==> config.mk <==
export PLATFORM = sky130hd
export DESIGN_NAME = timer2_capture_reload
export DESIGN_NICKNAME = d
export VERILOG_FILES = /design/src/common/timer2_pkg.sv /design/src/hw/timer2_capture_reload.sv
export SDC_FILE = /design/constraint.sdc
export NUM_CORES = 1
export LEC_CHECK = 0
export BUFFER_PORTS_ARGS = -buffer_cell sky130_fd_sc_hd__clkbuf_2
export CORE_AREA = 2 2 87 89
export DETAILED_ROUTE_END_ITERATION = 10
export DIE_AREA = 0 0 89 91
export GPL_TIMING_DRIVEN = 0
export HOLD_SLACK_MARGIN = 0.05
export MAX_ROUTING_LAYER = met4
export PLACE_DENSITY = 0.79
export SYNTH_ARGS = -nofsm -noshare
export SYNTH_HDL_FRONTEND = slang
export SYNTH_SLANG_ARGS = --single-unit
==> constraint.sdc <==
create_clock -name core_clk -period 2.25 [get_ports core_clk]
set_input_delay 0.45 -clock core_clk [delete_from_list [all_inputs] [get_ports core_clk]]
set_output_delay 0.45 -clock core_clk [all_outputs]
set_load 0.02 [all_outputs]
==> src/common/timer2_pkg.sv <==
// register map, field layout and carrier types of the capture/reload timer
package timer2_pkg;

   // avalon byte address width; printed offsets are register indices
   localparam int ADDR_W = 10;
   localparam int DATA_W = 32;
   localparam int IDX_LSB = 2;
   localparam int IDX_W = 8;

   // register indices (byte address is four times the index)
   localparam logic [7:0] IDX_CONTROL = 8'hc8;
   localparam logic [7:0] IDX_RELOAD_LOW = 8'hca;
   localparam logic [7:0] IDX_RELOAD_HIGH = 8'hcb;
   localparam logic [7:0] IDX_COUNT_LOW = 8'hcc;
   localparam logic [7:0] IDX_COUNT_HIGH = 8'hcd;
   localparam logic [7:0] IDX_IRQ_STATUS = 8'h40;
   localparam logic [7:0] IDX_IRQ_MASK = 8'h41;

   // timer_control_register bit positions
   localparam int BIT_OVERFLOW_FLAG = 7;
   localparam int BIT_TRIGGER_EVENT_FLAG = 6;
   localparam int BIT_RX_BAUD_SEL = 5;
   localparam int BIT_TX_BAUD_SEL = 4;
   localparam int BIT_TRIGGER_ENABLE = 3;
   localparam int BIT_RUN_CONTROL = 2;
   localparam int BIT_COUNT_SOURCE = 1;
   localparam int BIT_CAPTURE_RELOAD = 0;

   // interrupt status / mask bit positions
   localparam int IRQ_OVERFLOW = 0;
   localparam int IRQ_TRIGGER = 1;
   localparam int IRQ_W = 2;

   // reset values and counter top value
   localparam logic [7:0] RST_BYTE = 8'h00;
   localparam logic [15:0] RST_WORD = 16'h0000;
   localparam logic [15:0] COUNT_MAX = 16'hffff;
   localparam logic [31:0] RDATA_ZERO = 32'h0000_0000;

   // timer mode advances once per this many system clocks
   localparam int TIMER_DIV = 2;

   typedef struct packed {
      logic [ADDR_W-1:0] address;
      logic read;
      logic write;
      logic [DATA_W-1:0] writedata;
      logic [3:0] byteenable;
   } avs_req_t;

   // three-stage pin synchroniser plus filtered level
   typedef struct packed {
      logic [2:0] sync;
      logic level;
   } pin_sync_t;

endpackage

==> src/hw/timer2_capture_reload.sv <==
// 16-bit timer/counter with capture and auto-reload behind an avalon slave
//
// Added by the designer: the Avalon-MM register port.
`timescale 1ns/1ps
module timer2_capture_reload (
   // clock and reset
   input wire logic core_clk,
   input wire logic rst_n,
   // avalon-mm slave
   input wire timer2_pkg::avs_req_t avs_req,
   output logic [timer2_pkg::DATA_W-1:0] avs_readdata,
   output logic avs_waitrequest,
   // external pins
   input wire logic count_input_pin,
   input wire logic trigger_input_pin,
   // interrupt
   output logic irq
);

   typedef struct packed {
      timer2_pkg::pin_sync_t count_pin;
      timer2_pkg::pin_sync_t trig_pin;
      logic prescale;
      logic [15:0] count;
      logic [15:0] reload;
      logic [7:0] control;
      logic [timer2_pkg::IRQ_W-1:0] irq_status;
      logic [timer2_pkg::IRQ_W-1:0] irq_mask;
      logic waitreq;
      logic [timer2_pkg::DATA_W-1:0] rdata;
      logic irq;
   } state_t;

   state_t state_q;
   state_t state_d;

   // a change counts once the second and third stages agree
   function automatic timer2_pkg::pin_sync_t sync_step(input timer2_pkg::pin_sync_t cur, input logic pin);
      timer2_pkg::pin_sync_t nxt;
      nxt.sync = {cur.sync[1:0], pin};
      nxt.level = (cur.sync[1] == cur.sync[2]) ? cur.sync[2] : cur.level;
      return nxt;
   endfunction

   function automatic logic falling(input timer2_pkg::pin_sync_t cur);
      logic f;
      f = cur.level && (cur.sync[1] == cur.sync[2]) && !cur.sync[2];
      return f;
   endfunction

   // one bit of the control byte
   function automatic logic ctl_bit(input logic [7:0] ctl, input int pos);
      logic b;
      b = ctl[pos];
      return b;
   endfunction

   // either serial baud select forces overflow auto-reload
   function automatic logic baud_forced(input logic [7:0] ctl);
      logic b;
      b = ctl_bit(ctl, timer2_pkg::BIT_RX_BAUD_SEL) || ctl_bit(ctl, timer2_pkg::BIT_TX_BAUD_SEL);
      return b;
   endfunction

   // counter after one step; wraps to zero past the top
   function automatic logic [15:0] incr(input logic [15:0] c);
      logic [15:0] n;
      n = c + 16'h0001;
      return n;
   endfunction

   // indices that answer; all others read zero and drop writes
   function automatic logic is_mapped(input logic [7:0] ix);
      logic m;
      m = 1'b0;
      unique case (ix)
         timer2_pkg::IDX_CONTROL,
         timer2_pkg::IDX_RELOAD_LOW,
         timer2_pkg::IDX_RELOAD_HIGH,
         timer2_pkg::IDX_COUNT_LOW,
         timer2_pkg::IDX_COUNT_HIGH,
         timer2_pkg::IDX_IRQ_STATUS,
         timer2_pkg::IDX_IRQ_MASK: m = 1'b1;
         default: m = 1'b0;
      endcase
      return m;
   endfunction

   // byte register widened onto the bus data lanes
   function automatic logic [timer2_pkg::DATA_W-1:0] bus_word(input logic [7:0] b);
      logic [timer2_pkg::DATA_W-1:0] w;
      w = timer2_pkg::RDATA_ZERO;
      w[7:0] = b;
      return w;
   endfunction

   // write-one-to-clear status; a same-cycle event stays set
   function automatic logic [timer2_pkg::IRQ_W-1:0] next_status(input logic [timer2_pkg::IRQ_W-1:0] cur,
         input logic [timer2_pkg::IRQ_W-1:0] clr, input logic [timer2_pkg::IRQ_W-1:0] set);
      logic [timer2_pkg::IRQ_W-1:0] n;
      n = (cur & ~clr) | set;
      return n;
   endfunction

   // interrupt request level from status and mask
   function automatic logic irq_level(input logic [timer2_pkg::IRQ_W-1:0] st, input logic [timer2_pkg::IRQ_W-1:0] mk);
      logic l;
      l = |(st & mk);
      return l;
   endfunction

   function automatic logic [7:0] read_reg(input logic [7:0] idx, input state_t s);
      logic [7:0] v;
      v = timer2_pkg::RST_BYTE;
      unique case (idx)
         timer2_pkg::IDX_CONTROL: v = s.control;
         timer2_pkg::IDX_RELOAD_LOW: v = s.reload[7:0];
         timer2_pkg::IDX_RELOAD_HIGH: v = s.reload[15:8];
         timer2_pkg::IDX_COUNT_LOW: v = s.count[7:0];
         timer2_pkg::IDX_COUNT_HIGH: v = s.count[15:8];
         timer2_pkg::IDX_IRQ_STATUS: v = {6'h00, s.irq_status};
         timer2_pkg::IDX_IRQ_MASK: v = {6'h00, s.irq_mask};
         default: v = timer2_pkg::RST_BYTE;
      endcase
      return v;
   endfunction

   // bus decode
   logic [7:0] idx;
   logic bus_req;
   logic wr_now;
   logic rd_now;
   logic [7:0] wbyte;

   // mode decode
   logic run;
   logic baud_mode;
   logic trig_en;
   logic capture_mode;

   // pin and counter events
   logic count_fall;
   logic trig_fall;
   logic step;
   logic overflow;
   logic trig_act;

   // flag and interrupt updates
   logic set_ovf;
   logic [timer2_pkg::IRQ_W-1:0] irq_set;
   logic [timer2_pkg::IRQ_W-1:0] status_next;

   // behaviour worth knowing before using this block:
   // - pins pass three flops, so counts and triggers land three to
   //   four clocks after the pin falls; a level shorter than two
   //   clocks can be lost
   // - the 16-bit count and reload values are two independent bytes
   //   with no shadow latch; reading them while running may tear
   // - a software write to a count or reload byte beats a hardware
   //   update of that byte in the same cycle
   // - hardware flag sets beat a software clear in the same cycle,
   //   so an event is never lost
   // - in capture mode an overflow wraps the counter to zero
   // - the timer prescaler restarts whenever the run bit is cleared,
   //   so the first step comes two clocks after run is set
   // - every access costs one wait cycle and the slave then shows
   //   waitrequest high for one cycle before the next access
   // - read data is only moved by reads, so it stands afterwards
   // - writes with byte lane zero disabled are dropped
   always_comb begin
      state_d = state_q;
      idx = avs_req.address[timer2_pkg::IDX_LSB +: timer2_pkg::IDX_W];
      bus_req = avs_req.read || avs_req.write;
      // a write takes effect at the edge where waitrequest is sampled low
      wr_now = avs_req.write && !state_q.waitreq && avs_req.byteenable[0] && is_mapped(idx);
      // only reads move the read data, so it stands until the next read
      rd_now = avs_req.read && state_q.waitreq;
      wbyte = avs_req.writedata[7:0];

      run = ctl_bit(state_q.control, timer2_pkg::BIT_RUN_CONTROL);
      baud_mode = baud_forced(state_q.control);
      trig_en = ctl_bit(state_q.control, timer2_pkg::BIT_TRIGGER_ENABLE);
      capture_mode = ctl_bit(state_q.control, timer2_pkg::BIT_CAPTURE_RELOAD) && !baud_mode;

      state_d.count_pin = sync_step(state_q.count_pin, count_input_pin);
      state_d.trig_pin = sync_step(state_q.trig_pin, trigger_input_pin);
      count_fall = falling(state_q.count_pin);
      trig_fall = falling(state_q.trig_pin);

      state_d.prescale = run ? !state_q.prescale : 1'b0;
      if (ctl_bit(state_q.control, timer2_pkg::BIT_COUNT_SOURCE)) begin
         step = run && count_fall;
      end else begin
         step = run && state_q.prescale;
      end
      overflow = step && (state_q.count == timer2_pkg::COUNT_MAX);
      trig_act = trig_en && trig_fall;

      if (step) begin
         state_d.count = incr(state_q.count);
      end
      if (overflow && !capture_mode) begin
         state_d.count = state_q.reload;
      end
      if (trig_act && !capture_mode) begin
         state_d.count = state_q.reload;
      end
      if (trig_act && capture_mode) begin
         state_d.reload = state_q.count;
      end

      set_ovf = overflow && !baud_mode;
      irq_set = '0;
      irq_set[timer2_pkg::IRQ_OVERFLOW] = set_ovf;
      irq_set[timer2_pkg::IRQ_TRIGGER] = trig_act;

      // software register writes; hardware flag sets win over clears
      if (wr_now) begin
         unique case (idx)
            timer2_pkg::IDX_CONTROL: state_d.control = wbyte;
            timer2_pkg::IDX_RELOAD_LOW: state_d.reload[7:0] = wbyte;
            timer2_pkg::IDX_RELOAD_HIGH: state_d.reload[15:8] = wbyte;
            timer2_pkg::IDX_COUNT_LOW: state_d.count[7:0] = wbyte;
            timer2_pkg::IDX_COUNT_HIGH: state_d.count[15:8] = wbyte;
            timer2_pkg::IDX_IRQ_MASK: state_d.irq_mask = wbyte[timer2_pkg::IRQ_W-1:0];
            default: state_d.control = state_d.control;
         endcase
      end
      if (set_ovf) begin
         state_d.control[timer2_pkg::BIT_OVERFLOW_FLAG] = 1'b1;
      end
      if (trig_act) begin
         state_d.control[timer2_pkg::BIT_TRIGGER_EVENT_FLAG] = 1'b1;
      end

      // status clear mask from a write to the status index
      status_next = '0;
      if (wr_now && (idx == timer2_pkg::IDX_IRQ_STATUS)) begin
         status_next = wbyte[timer2_pkg::IRQ_W-1:0];
      end
      state_d.irq_status = next_status(state_q.irq_status, status_next, irq_set);
      state_d.irq = irq_level(state_d.irq_status, state_d.irq_mask);

      // one wait cycle per access, then release for one cycle
      if (bus_req && state_q.waitreq) begin
         state_d.waitreq = 1'b0;
      end else begin
         state_d.waitreq = 1'b1;
      end
      // latched on the wait cycle so it is settled when waitrequest drops
      if (rd_now) begin
         state_d.rdata = bus_word(read_reg(idx, state_q));
      end
   end

   always_ff @(posedge core_clk or negedge rst_n) begin
      if (!rst_n) begin
         state_q.count_pin <= '0;
         state_q.trig_pin <= '0;
         state_q.prescale <= 1'b0;
         state_q.count <= timer2_pkg::RST_WORD;
         state_q.reload <= timer2_pkg::RST_WORD;
         state_q.control <= timer2_pkg::RST_BYTE;
         state_q.irq_status <= '0;
         state_q.irq_mask <= '0;
         state_q.waitreq <= 1'b1;
         state_q.rdata <= timer2_pkg::RDATA_ZERO;
         state_q.irq <= 1'b0;
      end else begin
         state_q <= state_d;
      end
   end

   assign avs_readdata = state_q.rdata;
   assign avs_waitrequest = state_q.waitreq;
   assign irq = state_q.irq;

endmodule

==> metrics.cfg, run 1 <==
[critical_path]
slowest_delay_ns = 0.47
crit_arrival_ns = 2.39
crit_chain = ha_1, nand3_1, a211o_2, o21ai_4, buf_4, a21oi_1, a22o_1
critPathKind = reg -> reg
crit_buf_inv = 1
crit_path_end_kind = flip-flop
slowest_stage = dfrtp_1
critical-path-top-delay-family = compound AO/OA/AOI/OAI gates
crit_fanout = 10
required_ns = 2.48
cp-start-kind = flip-flop

[die]
die_x_microns = 89
core_area_sq_mm = 0.00714
initial_core_util = 0.538
io_pins = 86
die_area_sq_mm = 0.00810
die_h_microns = 91
rows = 31

[timing]
finalCriticalPeriod_ns = 2.16
slew_violations = 0
max_freq_ghz = 0.463
max_slew_margin = 0.244
hold_slack_ns = 0.203
rsz0062_at_grt = false
timing.final.crit_share = 0.960
clock-skew-final_ns = 0.0129
hold_violations = 0
worst_pin_slew_ns = 1.12
setup_viol_count_final = 0

[route]
drt-initial-drc-count = 323
routed_wl_microns = 10200
avgViaCountPerCell = 6.02
drc = 0
antenna_left = 0
wl_per_cell_microns = 18.1
via_count = 3403
detail_route.first_pass.iterations = 5

[finish]
final_area_sq_mm = 0.00446
insertedDiodeCount = 0
area_growth_pct = 16.0
nets = 514
drive_above_1_share = 0.264

[global_route]
grt_pass1_wl_microns = 16100
track_usage = 0.267
grt_pass1_vias = 3290
grt_overflow = 0
grt_max_degree = 64
antenna_found_initial = 0

[yosys]
netlist_area_sq_mm = 0.00384
yosysWarnings = 0
synth_top_flop_cell = dfrtp_1
ys_types = 65
ys_seq_area_frac = 0.411
async_flop_share = 1.00
yosys.area.top_type = dfrtp_1
syn-instance-count = 398
synth_edf_count = 0
synth_area_leaders = dfrtp_1, buf_4, o21ai_0
syn_avg_cell_area_sq_um = 9.65
ys_seq_elements = 63
netlist.area_leader.share = 0.404

[placement]
place_area_sq_mm = 0.00421
gp_congestion = 0.957
numPortBuffers = 30
dp_hpwl_microns = 7250

[cts]
postCtsSetupRepairBufs = 0
cts_tree = built
cts-root-buf = clkbuf_8
clock_latency_ns = 0.35
clkSinkCount = 63
clkTransAtPathRegs_ns = 0.07
htree_levels = 3
cts_buffers = 9
cts_buffer_depth = 2

[power_and_ir_drop]
power.share.clock = 0.428
p_int_w = 0.00193
ir_worst_vdd_mv = 0.325
p_seq_frac = 0.472
combinationalPowerShare = 0.100
cellLeakagePower_nw = 1.96
p_switching_w = 0.000673
p_per_area_mw_per_mm2 = 585
power_w = 0.00261
p_sw_frac = 0.258

[min_path]
hp-class = in -> reg

[flow_run]
drv_cap = 0

[status]
status = finished clean

[what timing repair did]
item,in CTS,in global routing
hold endpoints to repair,0,0
cloned,0,0
pin swaps,0,0
gates resized for setup,4,4
setup endpoints to repair,20,23
hold buffers,0,0
[worst paths after layout]
| path | from | to | slack (ns) | cells after the start |
|---|---|---|---|---|
| worst max-delay path | state_q[62] | state_q[73] | 0.09 | 7 |
| worst min-delay path | trigger_input_pin | state_d[81] | 0.20 | 1 |
| worst max register to register | state_q[62] | state_q[73] | 0.09 | 7 |
| worst min register to register | state_d[85] | state_d[86] | 0.35 | 0 |
| max in group asynchronous | rst_n | state_q[68] | 1.42 | 1 |
| min in group asynchronous | rst_n | state_q[83] | 0.23 | 1 |
[layer usage]
layer  GRT usage  up-vias  wire [microns]
li1            -     1553               -
met1       0.329     1619            4040
met2       0.408      184            4920
met3      0.0664       47             899
met4       0.128        0             369
met5           -        -               0
[worst register-to-register path, stage by stage (launching register included)]
cell and delay [ns]:
dfrtp_1 0.47, ha_1 0.23, nand3_1 0.15, a211o_2 0.41, o21ai_4 0.24, buf_4 0.23, a21oi_1 0.08, a22o_1 0.25
[metrics by stage]
step	setup slack (ns)	instances	util	setup TNS, ns
final	0.0901	565	0.624	0
after global routing	0.00287	565	0.624	0
after CTS	0.00891	566	0.623	0
after detailed placement	-0.309	550	0.589	-6.43
after global placement	-0.228	550	0.589	-4.96
after floorplan	0.207	421	-	0
[synthesized netlist by cell type, types with 6 or more instances]
| cell | number |
|---|---|
| o21ai_0 | 44 |
| nand2_1 | 57 |
| xor2_1 | 6 |
| mux2_2 | 13 |
| dfrtp_1 | 62 |
| o31ai_1 | 14 |
| mux2i_1 | 19 |
| a211oi_1 | 11 |
| inv_1 | 6 |
| clkbuf_1 | 6 |
| nor3_1 | 6 |
| buf_4 | 33 |
| a32o_1 | 6 |
| a221oi_1 | 6 |
| nand3_1 | 14 |
| a21oi_1 | 13 |
| nor2_1 | 7 |
[flip-flops by register name, indices dropped and copies added, names as in the netlist]
register,flops
run,1
state_q,48
state_d,4
avs_readdata,8
avs_waitrequest,1
irq,1
[placed cells by master (no fill, tap or decap), types with 10 or more instances in the layout]
cell	n
o31ai_1	14
clkbuf_8	12
nand2_1	56
buf_4	33
o21ai_0	44
mux2i_1	19
mux2_2	13
clkbuf_2	29
a21oi_1	12
a211oi_1	10
nand3_1	14
conb_1	24
dfrtp_1	61
[cell families (layout without fill, tap and decap cells)]
kind of cell    after synthesis  after routing  synth area share
compound gates              117            117             0.206
xor+xnor                      9              9            0.0205
fa+ha+maj                     3              3           0.00847
buf+inv                      55            100            0.0967
flops                        63             63             0.411
mux                          33             33            0.0915
other cells                   1             24          0.000976
simple gates                117            117             0.165
[cell type report]
class	instances	area [sq um]
Sequential cell	63	1580
Buffer	47	342
Clock buffer	11	141
Inverter	7	26.3
Clock inverter	5	81.3
Fill cell	630	2680
Multi-Input combinational cell	303	2010
Timing Repair Buffer	30	153
Tap cell	99	124
[power by group through the flow]
stage	combinational [W]	clock [W]	sequential (W)
2_1_floorplan	0.000173	0	0.00124
3_3_place_gp	0.000249	0	0.00125
3_5_place_dp	0.000256	0	0.00125
4_1_cts	0.000257	0.00112	0.00123
5_1_grt	0.000285	0.00117	0.00124
6_report	0.000260	0.00112	0.00123
Power figures use the tool's default switching activity.
==> inputs of run 2 (changes only) <==
--- a/config.mk
+++ b/config.mk
@@ -13,6 +13,7 @@
 export HOLD_SLACK_MARGIN = 0.05
 export MAX_ROUTING_LAYER = met4
 export PLACE_DENSITY = 0.79
+export RECOVER_POWER = 50
 export SYNTH_ARGS = -nofsm -noshare
 export SYNTH_HDL_FRONTEND = slang
 export SYNTH_SLANG_ARGS = --single-unit
==> metrics.cfg, run 2 (synthesis gave the netlist of run 1 again) <==
[timing]
worst_pin_slew_ns = 1.55  ; +0.424 ns
setup_viol_count_final = 0  ; unchanged
max_freq_ghz = 0.461  ; -0.53%
finalCriticalPeriod_ns = 2.17  ; +0.0114 ns
slew_violations = 64  ; +64
hold_violations = 0  ; unchanged
rsz0062_at_grt = false
max_slew_margin = -0.0323  ; -0.277
timing.final.crit_share = 0.965  ; +0.00507
clock-skew-final_ns = 0.0130  ; +0.000119 ns

[route]
wl_per_cell_microns = 18.1  ; about the same
via_count = 3401  ; -0.059%
antenna_left = 0  ; unchanged
avgViaCountPerCell = 6.02  ; about the same
routed_wl_microns = 10200  ; about the same
detail_route.first_pass.iterations = 5  ; unchanged
drc = 0  ; unchanged
drt-initial-drc-count = 321  ; -0.62%

[critical_path]
crit_path_end_kind = flip-flop
crit_fanout = 10  ; unchanged
required_ns = 2.46  ; -0.02 ns
crit_arrival_ns = 2.38  ; about the same
critPathKind = reg -> reg
cp-start-kind = flip-flop

[cts]
cts-root-buf = clkbuf_8
ctsHoldBuffers = 0  ; unchanged
clkSinkCount = 63  ; unchanged
htree_levels = 3  ; unchanged
cts_tree = built
cts_buffer_depth = 2  ; unchanged
cts_buffers = 9  ; unchanged
clock_latency_ns = 0.35  ; about the same
clkTransAtPathRegs_ns = 0.07  ; about the same

[die]
io_pins = 86  ; unchanged
rows = 31  ; unchanged
core_area_sq_mm = 0.00714  ; unchanged
initial_core_util = 0.538  ; unchanged
die_h_microns = 91  ; unchanged
die_area_sq_mm = 0.00810  ; unchanged
die_x_microns = 89  ; unchanged

[finish]
post-route-util = 0.624  ; about the same
insertedDiodeCount = 0  ; unchanged
final_common_cell = dfrtp_1
largest_reg_flops = 48  ; unchanged
area_growth_pct = 15.9  ; about the same
nets = 514  ; unchanged
final_cell_mix = dfrtp_1, nand2_1, o21ai_0, buf_4, clkbuf_2
final_cell_count_no_fill = 565  ; unchanged
regMostFlops = state_q
drive_above_1_share = 0.262  ; -0.00215

[placement]
dp_hpwl_microns = 7250  ; unchanged
gp_congestion = 0.957  ; unchanged
numPortBuffers = 30  ; unchanged
dp.cells = 550  ; unchanged

[min_path]
hp-class = in -> reg

[global_route]
grt_pass1_vias = 3290  ; unchanged
grt_pass1_wl_microns = 16100  ; unchanged
grt_max_degree = 64  ; unchanged
track_usage = 0.267  ; unchanged
grt_overflow = 0  ; unchanged
antenna_found_initial = 0  ; unchanged

[power_and_ir_drop]
p_per_area_mw_per_mm2 = 585  ; about the same
power_w = 0.00261  ; about the same
cellLeakagePower_nw = 1.96  ; about the same
ir_worst_vdd_mv = 0.325  ; about the same

[flow_run]
drv_cap = 1  ; +1

[status]
status = finished with violations
violations = max-capacitance violations, max-slew violations

-- run 2: cell counts in the layout (fill, tap and decap cells not counted) --
Identical to the previous run, type by type.
-- run 2: stage by stage --
stage	setup WS, ns	setup TNS (ns)	hold WS (ns)	instance area [sq um]
final	0.0786	0	0.203	4450
after global routing	0.00287	0	0.199	4450
after CTS	0.00891	0	0.205	4450
after detailed placement	-0.309	-6.43	0.341	4210
after global placement	-0.228	-4.96	0.333	4200
after floorplan	0.207	0	0.154	3930
-- run 2: worst paths after layout --
| check | from | end | slack, ns | depth (start not counted) |
|---|---|---|---|---|
| max | state_q[82] | state_q[58] | 0.08 | 5 |
| min | trigger_input_pin | state_d[81] | 0.20 | 1 |
| max reg2reg | state_q[82] | state_q[58] | 0.08 | 5 |
| min reg2reg | state_d[85] | state_d[86] | 0.35 | 0 |
| max in group asynchronous | rst_n | state_q[68] | 0.74 | 1 |
| min in group asynchronous | rst_n | state_q[83] | 0.48 | 1 |
-- run 2: worst max-delay path, cell delays in order, from the launching register on --
cell and delay, ns:
dfrtp_1 0.41, nor4bb_2 0.65, nand2_2 0.32, buf_2 0.33
mux2i_1 0.21, o21ai_0 0.10
-- run 2: power breakdown --
part           internal (W)  total, W  switching [W]  leakage [nW]
sequential          0.00118   0.00123      0.0000550         0.753
clock              0.000654   0.00112       0.000463         0.110
combinational      0.000103  0.000259       0.000156          1.10
-- run 2: final cells by class --
cell class,instances,area (sq um)
multi-input cells,303,2010
flip-flops and latches,63,1580
plain buffers,47,342
clock inverters,5,81.3
well taps,99,124
inverters,7,26.3
repair buffers,30,150
fillers,629,2680
clock buffers,11,141
-- run 2: metal layers --
layer  part of all wire  GRT usage  up-vias
met3              0.086     0.0664       43
met1               0.40      0.329     1622
met5                  0          -        -
met2               0.48      0.408      185
met4              0.038      0.128        0
li1                   -          -     1551
-- run 2: what timing repair did --
action | CTS | global route
endpoints found under the setup margin | 20 | 23
gates resized for setup | 4 | 4
setup buffers | 0 | 0
==> inputs of run 3 (changes only) <==
--- a/config.mk
+++ b/config.mk
@@ -5,10 +5,11 @@
 export SDC_FILE = /design/constraint.sdc
 export NUM_CORES = 1
 export LEC_CHECK = 0
+export ABC_AREA = 1
 export BUFFER_PORTS_ARGS = -buffer_cell sky130_fd_sc_hd__clkbuf_2
-export CORE_AREA = 2 2 87 89
+export CORE_AREA = 2 2 89 91
 export DETAILED_ROUTE_END_ITERATION = 10
-export DIE_AREA = 0 0 89 91
+export DIE_AREA = 0 0 91 93
 export GPL_TIMING_DRIVEN = 0
 export HOLD_SLACK_MARGIN = 0.05
 export MAX_ROUTING_LAYER = met4
@@ -17,3 +18,4 @@
 export SYNTH_ARGS = -nofsm -noshare
 export SYNTH_HDL_FRONTEND = slang
 export SYNTH_SLANG_ARGS = --single-unit
+export TNS_END_PERCENT = 20
==> metrics.cfg, run 3 <==
[die]
io_pins = 86  ; unchanged
core_area_sq_mm = 0.00753  ; +5.5%
die_area_sq_mm = 0.00846  ; +4.5%
die_h_microns = 93  ; +2.2%
initial_core_util = 0.533  ; -0.00565
rows = 32  ; +3.2%
die_x_microns = 91  ; +2.2%

[global_route]
grt_max_degree = 64  ; unchanged
track_usage = 0.290  ; +0.0234
grt_pass1_vias = 3595  ; +9.3%
antenna_found_initial = 0  ; unchanged
grt_pass1_wl_microns = 18400  ; +14%
grt_overflow = 0  ; unchanged

[yosys]
synth_compound_area_frac = 0.115  ; -0.0907
synthAdderAreaFrac = 0.00312  ; -0.00535
synth_simple_gate_area_share = 0.328  ; +0.162
netlist.area_leader.share = 0.387  ; -0.0169
ys_types = 41  ; -37%
synth-xor-area-share = 0.0153  ; -0.00523
synth_top_family_by_area = simple AND/OR/NAND/NOR gates
ys_seq_area_frac = 0.393  ; -0.0172
yosysMostFrequentCell = nand2_1
synthMuxAreaShare = 0.00281  ; -0.0887
yosys-top-cells-count = nand2_1, dfrtp_1, inv_1, o21ai_0, nand3_1
yosysWarnings = 0  ; unchanged
synth_area_leaders = dfrtp_1, nand2_1, buf_4
async_flop_share = 1.00  ; unchanged
synth_top_flop_cell = dfrtp_1
syn-instance-count = 554  ; +39%
yosys.area.top_type = dfrtp_1
synth_edf_count = 0  ; unchanged
syn_avg_cell_area_sq_um = 7.24  ; -25%
ys_seq_elements = 63  ; unchanged
netlist_area_sq_mm = 0.00401  ; +4.4%

[cts]
cts_buffers = 9  ; unchanged
htree_levels = 3  ; unchanged
cts_resized = 0  ; -4
postCtsSetupRepairBufs = 0  ; unchanged
ctsHoldBuffers = 0  ; unchanged
clock_latency_ns = 0.34  ; about the same
cts-root-buf = clkbuf_8
cts_tree = built
cts_buffer_depth = 2  ; unchanged
clkTransAtPathRegs_ns = 0.07  ; about the same
clkSinkCount = 63  ; unchanged

[critical_path]
crit_chain = ha_1, nand2_1, nor2_1, nand4_1, nand2_2, nand2_4, buf_6, o211ai_1, nand2_1
slowest_delay_ns = 0.40  ; -0.25 ns
cp-start-kind = flip-flop
slowest_stage = dfrtp_1
crit_top_cell = nand2_1
r2r_start = state_q[62]
critPathKind = reg -> reg
required_ns = 2.48  ; +0.02 ns
setup.worst_path.start = state_q[62]
crit_arrival_ns = 2.18  ; -0.20 ns
crit_fanout = 10  ; unchanged
crit_path_end_kind = flip-flop

[route]
routed_wl_microns = 11100  ; +9.0%
drt-initial-drc-count = 350  ; +9.0%
avgViaCountPerCell = 5.31  ; -12%
drc = 0  ; unchanged
detail_route.first_pass.iterations = 5  ; unchanged
wl_per_cell_microns = 15.3  ; -15%
via_count = 3856  ; +13%
antenna_left = 0  ; unchanged

[placement]
place_area_sq_mm = 0.00439  ; +4.3%
dp_hpwl_microns = 8350  ; +15%
gp_congestion = 1.03  ; +7.4%
numPortBuffers = 32  ; +6.7%

[status]
status = finished with violations
violations = max-capacitance violations, max-slew violations

[finish]
final_cell_mix = nand2_1, dfrtp_1, inv_1, o21ai_0, nand3_1
largest_reg_flops = 48  ; unchanged
insertedDiodeCount = 0  ; unchanged
final_area_sq_mm = 0.00460  ; +3.2%
nets = 673  ; +31%
area_growth_pct = 14.6
final_common_cell = nand2_1
regMostFlops = state_q
drive_above_1_share = 0.191  ; -0.0711

[timing]
final.setup.tns_ns = 0  ; unchanged
hold_violations = 0  ; unchanged
rsz0062_at_grt = false
timing.final.crit_share = 0.868  ; -0.0971
max_slew_margin = -0.0524  ; -0.0201
clock-skew-final_ns = 0.00785  ; -0.00519 ns
max_freq_ghz = 0.512  ; +11%
slew_violations = 64  ; unchanged
setup_viol_count_final = 0  ; unchanged
worst_pin_slew_ns = 1.58  ; +0.0301 ns
finalCriticalPeriod_ns = 1.95  ; -0.218 ns

[min_path]
worstHoldStart = trigger_input_pin
hp-class = in -> reg

[power_and_ir_drop]
power_w = 0.00291  ; +12%
ir_worst_vdd_mv = 0.545  ; +68%
p_per_area_mw_per_mm2 = 632  ; +8.1%
cellLeakagePower_nw = 2.48  ; +26%

[flow_run]
drv_cap = 1  ; unchanged

-- run 3: changes by cell type in the layout (fill, tap and decap cells not counted), sizes merged, moves of 7 or more --
| cell | before | now |
|---|---|---|
| inv | 6 | 61 |
| mux2i | 19 | 0 |
| nor4 | 7 | 0 |
| a211oi | 11 | 0 |
| o21ai | 45 | 55 |
| mux2 | 14 | 1 |
| o31ai | 14 | 0 |
| nand3 | 14 | 47 |
| o22ai | 0 | 7 |
| nand2 | 59 | 185 |
| nor2 | 7 | 40 |
-- run 3: path summary, 6_finish.rpt --
check                           slack, ns          end  cells after the start
worst max-delay path                 0.30  state_q[65]                      9
min in group asynchronous            0.49  state_q[76]                      1
worst max register to register       0.30  state_q[65]                      9
worst min-delay path                 0.22  state_d[81]                      1
worst min register to register       0.35  state_d[86]                      0
max in group asynchronous            0.81  state_q[58]                      1
-- run 3: layout make-up --
type	count	area [sq um]
tap	102	128
fill	729	2930
buffer	46	339
clock buffer	12	145
timing repair buffer	32	160
sequential	63	1580
inverter	61	229
multi-input combinational	407	1950
clock inverter	3	67.6
-- run 3: kinds of logic after synthesis --
kind of cell,after synthesis
buffers and inverters,107
other,1
DFF,63
xor gates and xnor gates,7
and+or+nand+nor,293
muxes,1
AOI/OAI and AO/OA,81
adders and majority gates,1
-- run 3: metal layers --
layer / global-route usage / wire length [microns] / vias to the layer above
li1: - / - / 1857
met1: 0.377 / 4720 / 1758
met2: 0.438 / 4880 / 198
met3: 0.0766 / 1070 / 43
met4: 0.116 / 476 / 0
met5: - / 0 / -
-- run 3: power breakdown --
group          leakage, nW  switching [W]  total [W]  internal (W)
sequential           0.760      0.0000703    0.00128       0.00121
combinational         1.62       0.000357   0.000527      0.000169
clock                0.103       0.000447    0.00110      0.000650
total                 2.48       0.000875    0.00291       0.00203
-- run 3: metrics by stage --
step           hold WS (ns)  setup WS (ns)  instances   util
6_report              0.220          0.297        726  0.611
3_5_place_dp          0.336          0.188        711  0.583
2_1_floorplan         0.154          0.630        577      -
4_1_cts               0.214          0.353        726  0.611
3_3_place_gp          0.336          0.249        711  0.582
5_1_grt               0.203          0.179        726  0.611
-- run 3: worst max-delay path: cells and delay by family, from the launching register on --
| kind | cells | cell delay [ns] |
|---|---|---|
| flip-flops | 1 | 0.40 |
| AND/OR/NAND/NOR | 6 | 0.92 |
| AO/OA/AOI/OAI | 1 | 0.16 |
| adder cells (fa/ha/maj) | 1 | 0.19 |
| buffers and inverters | 1 | 0.17 |
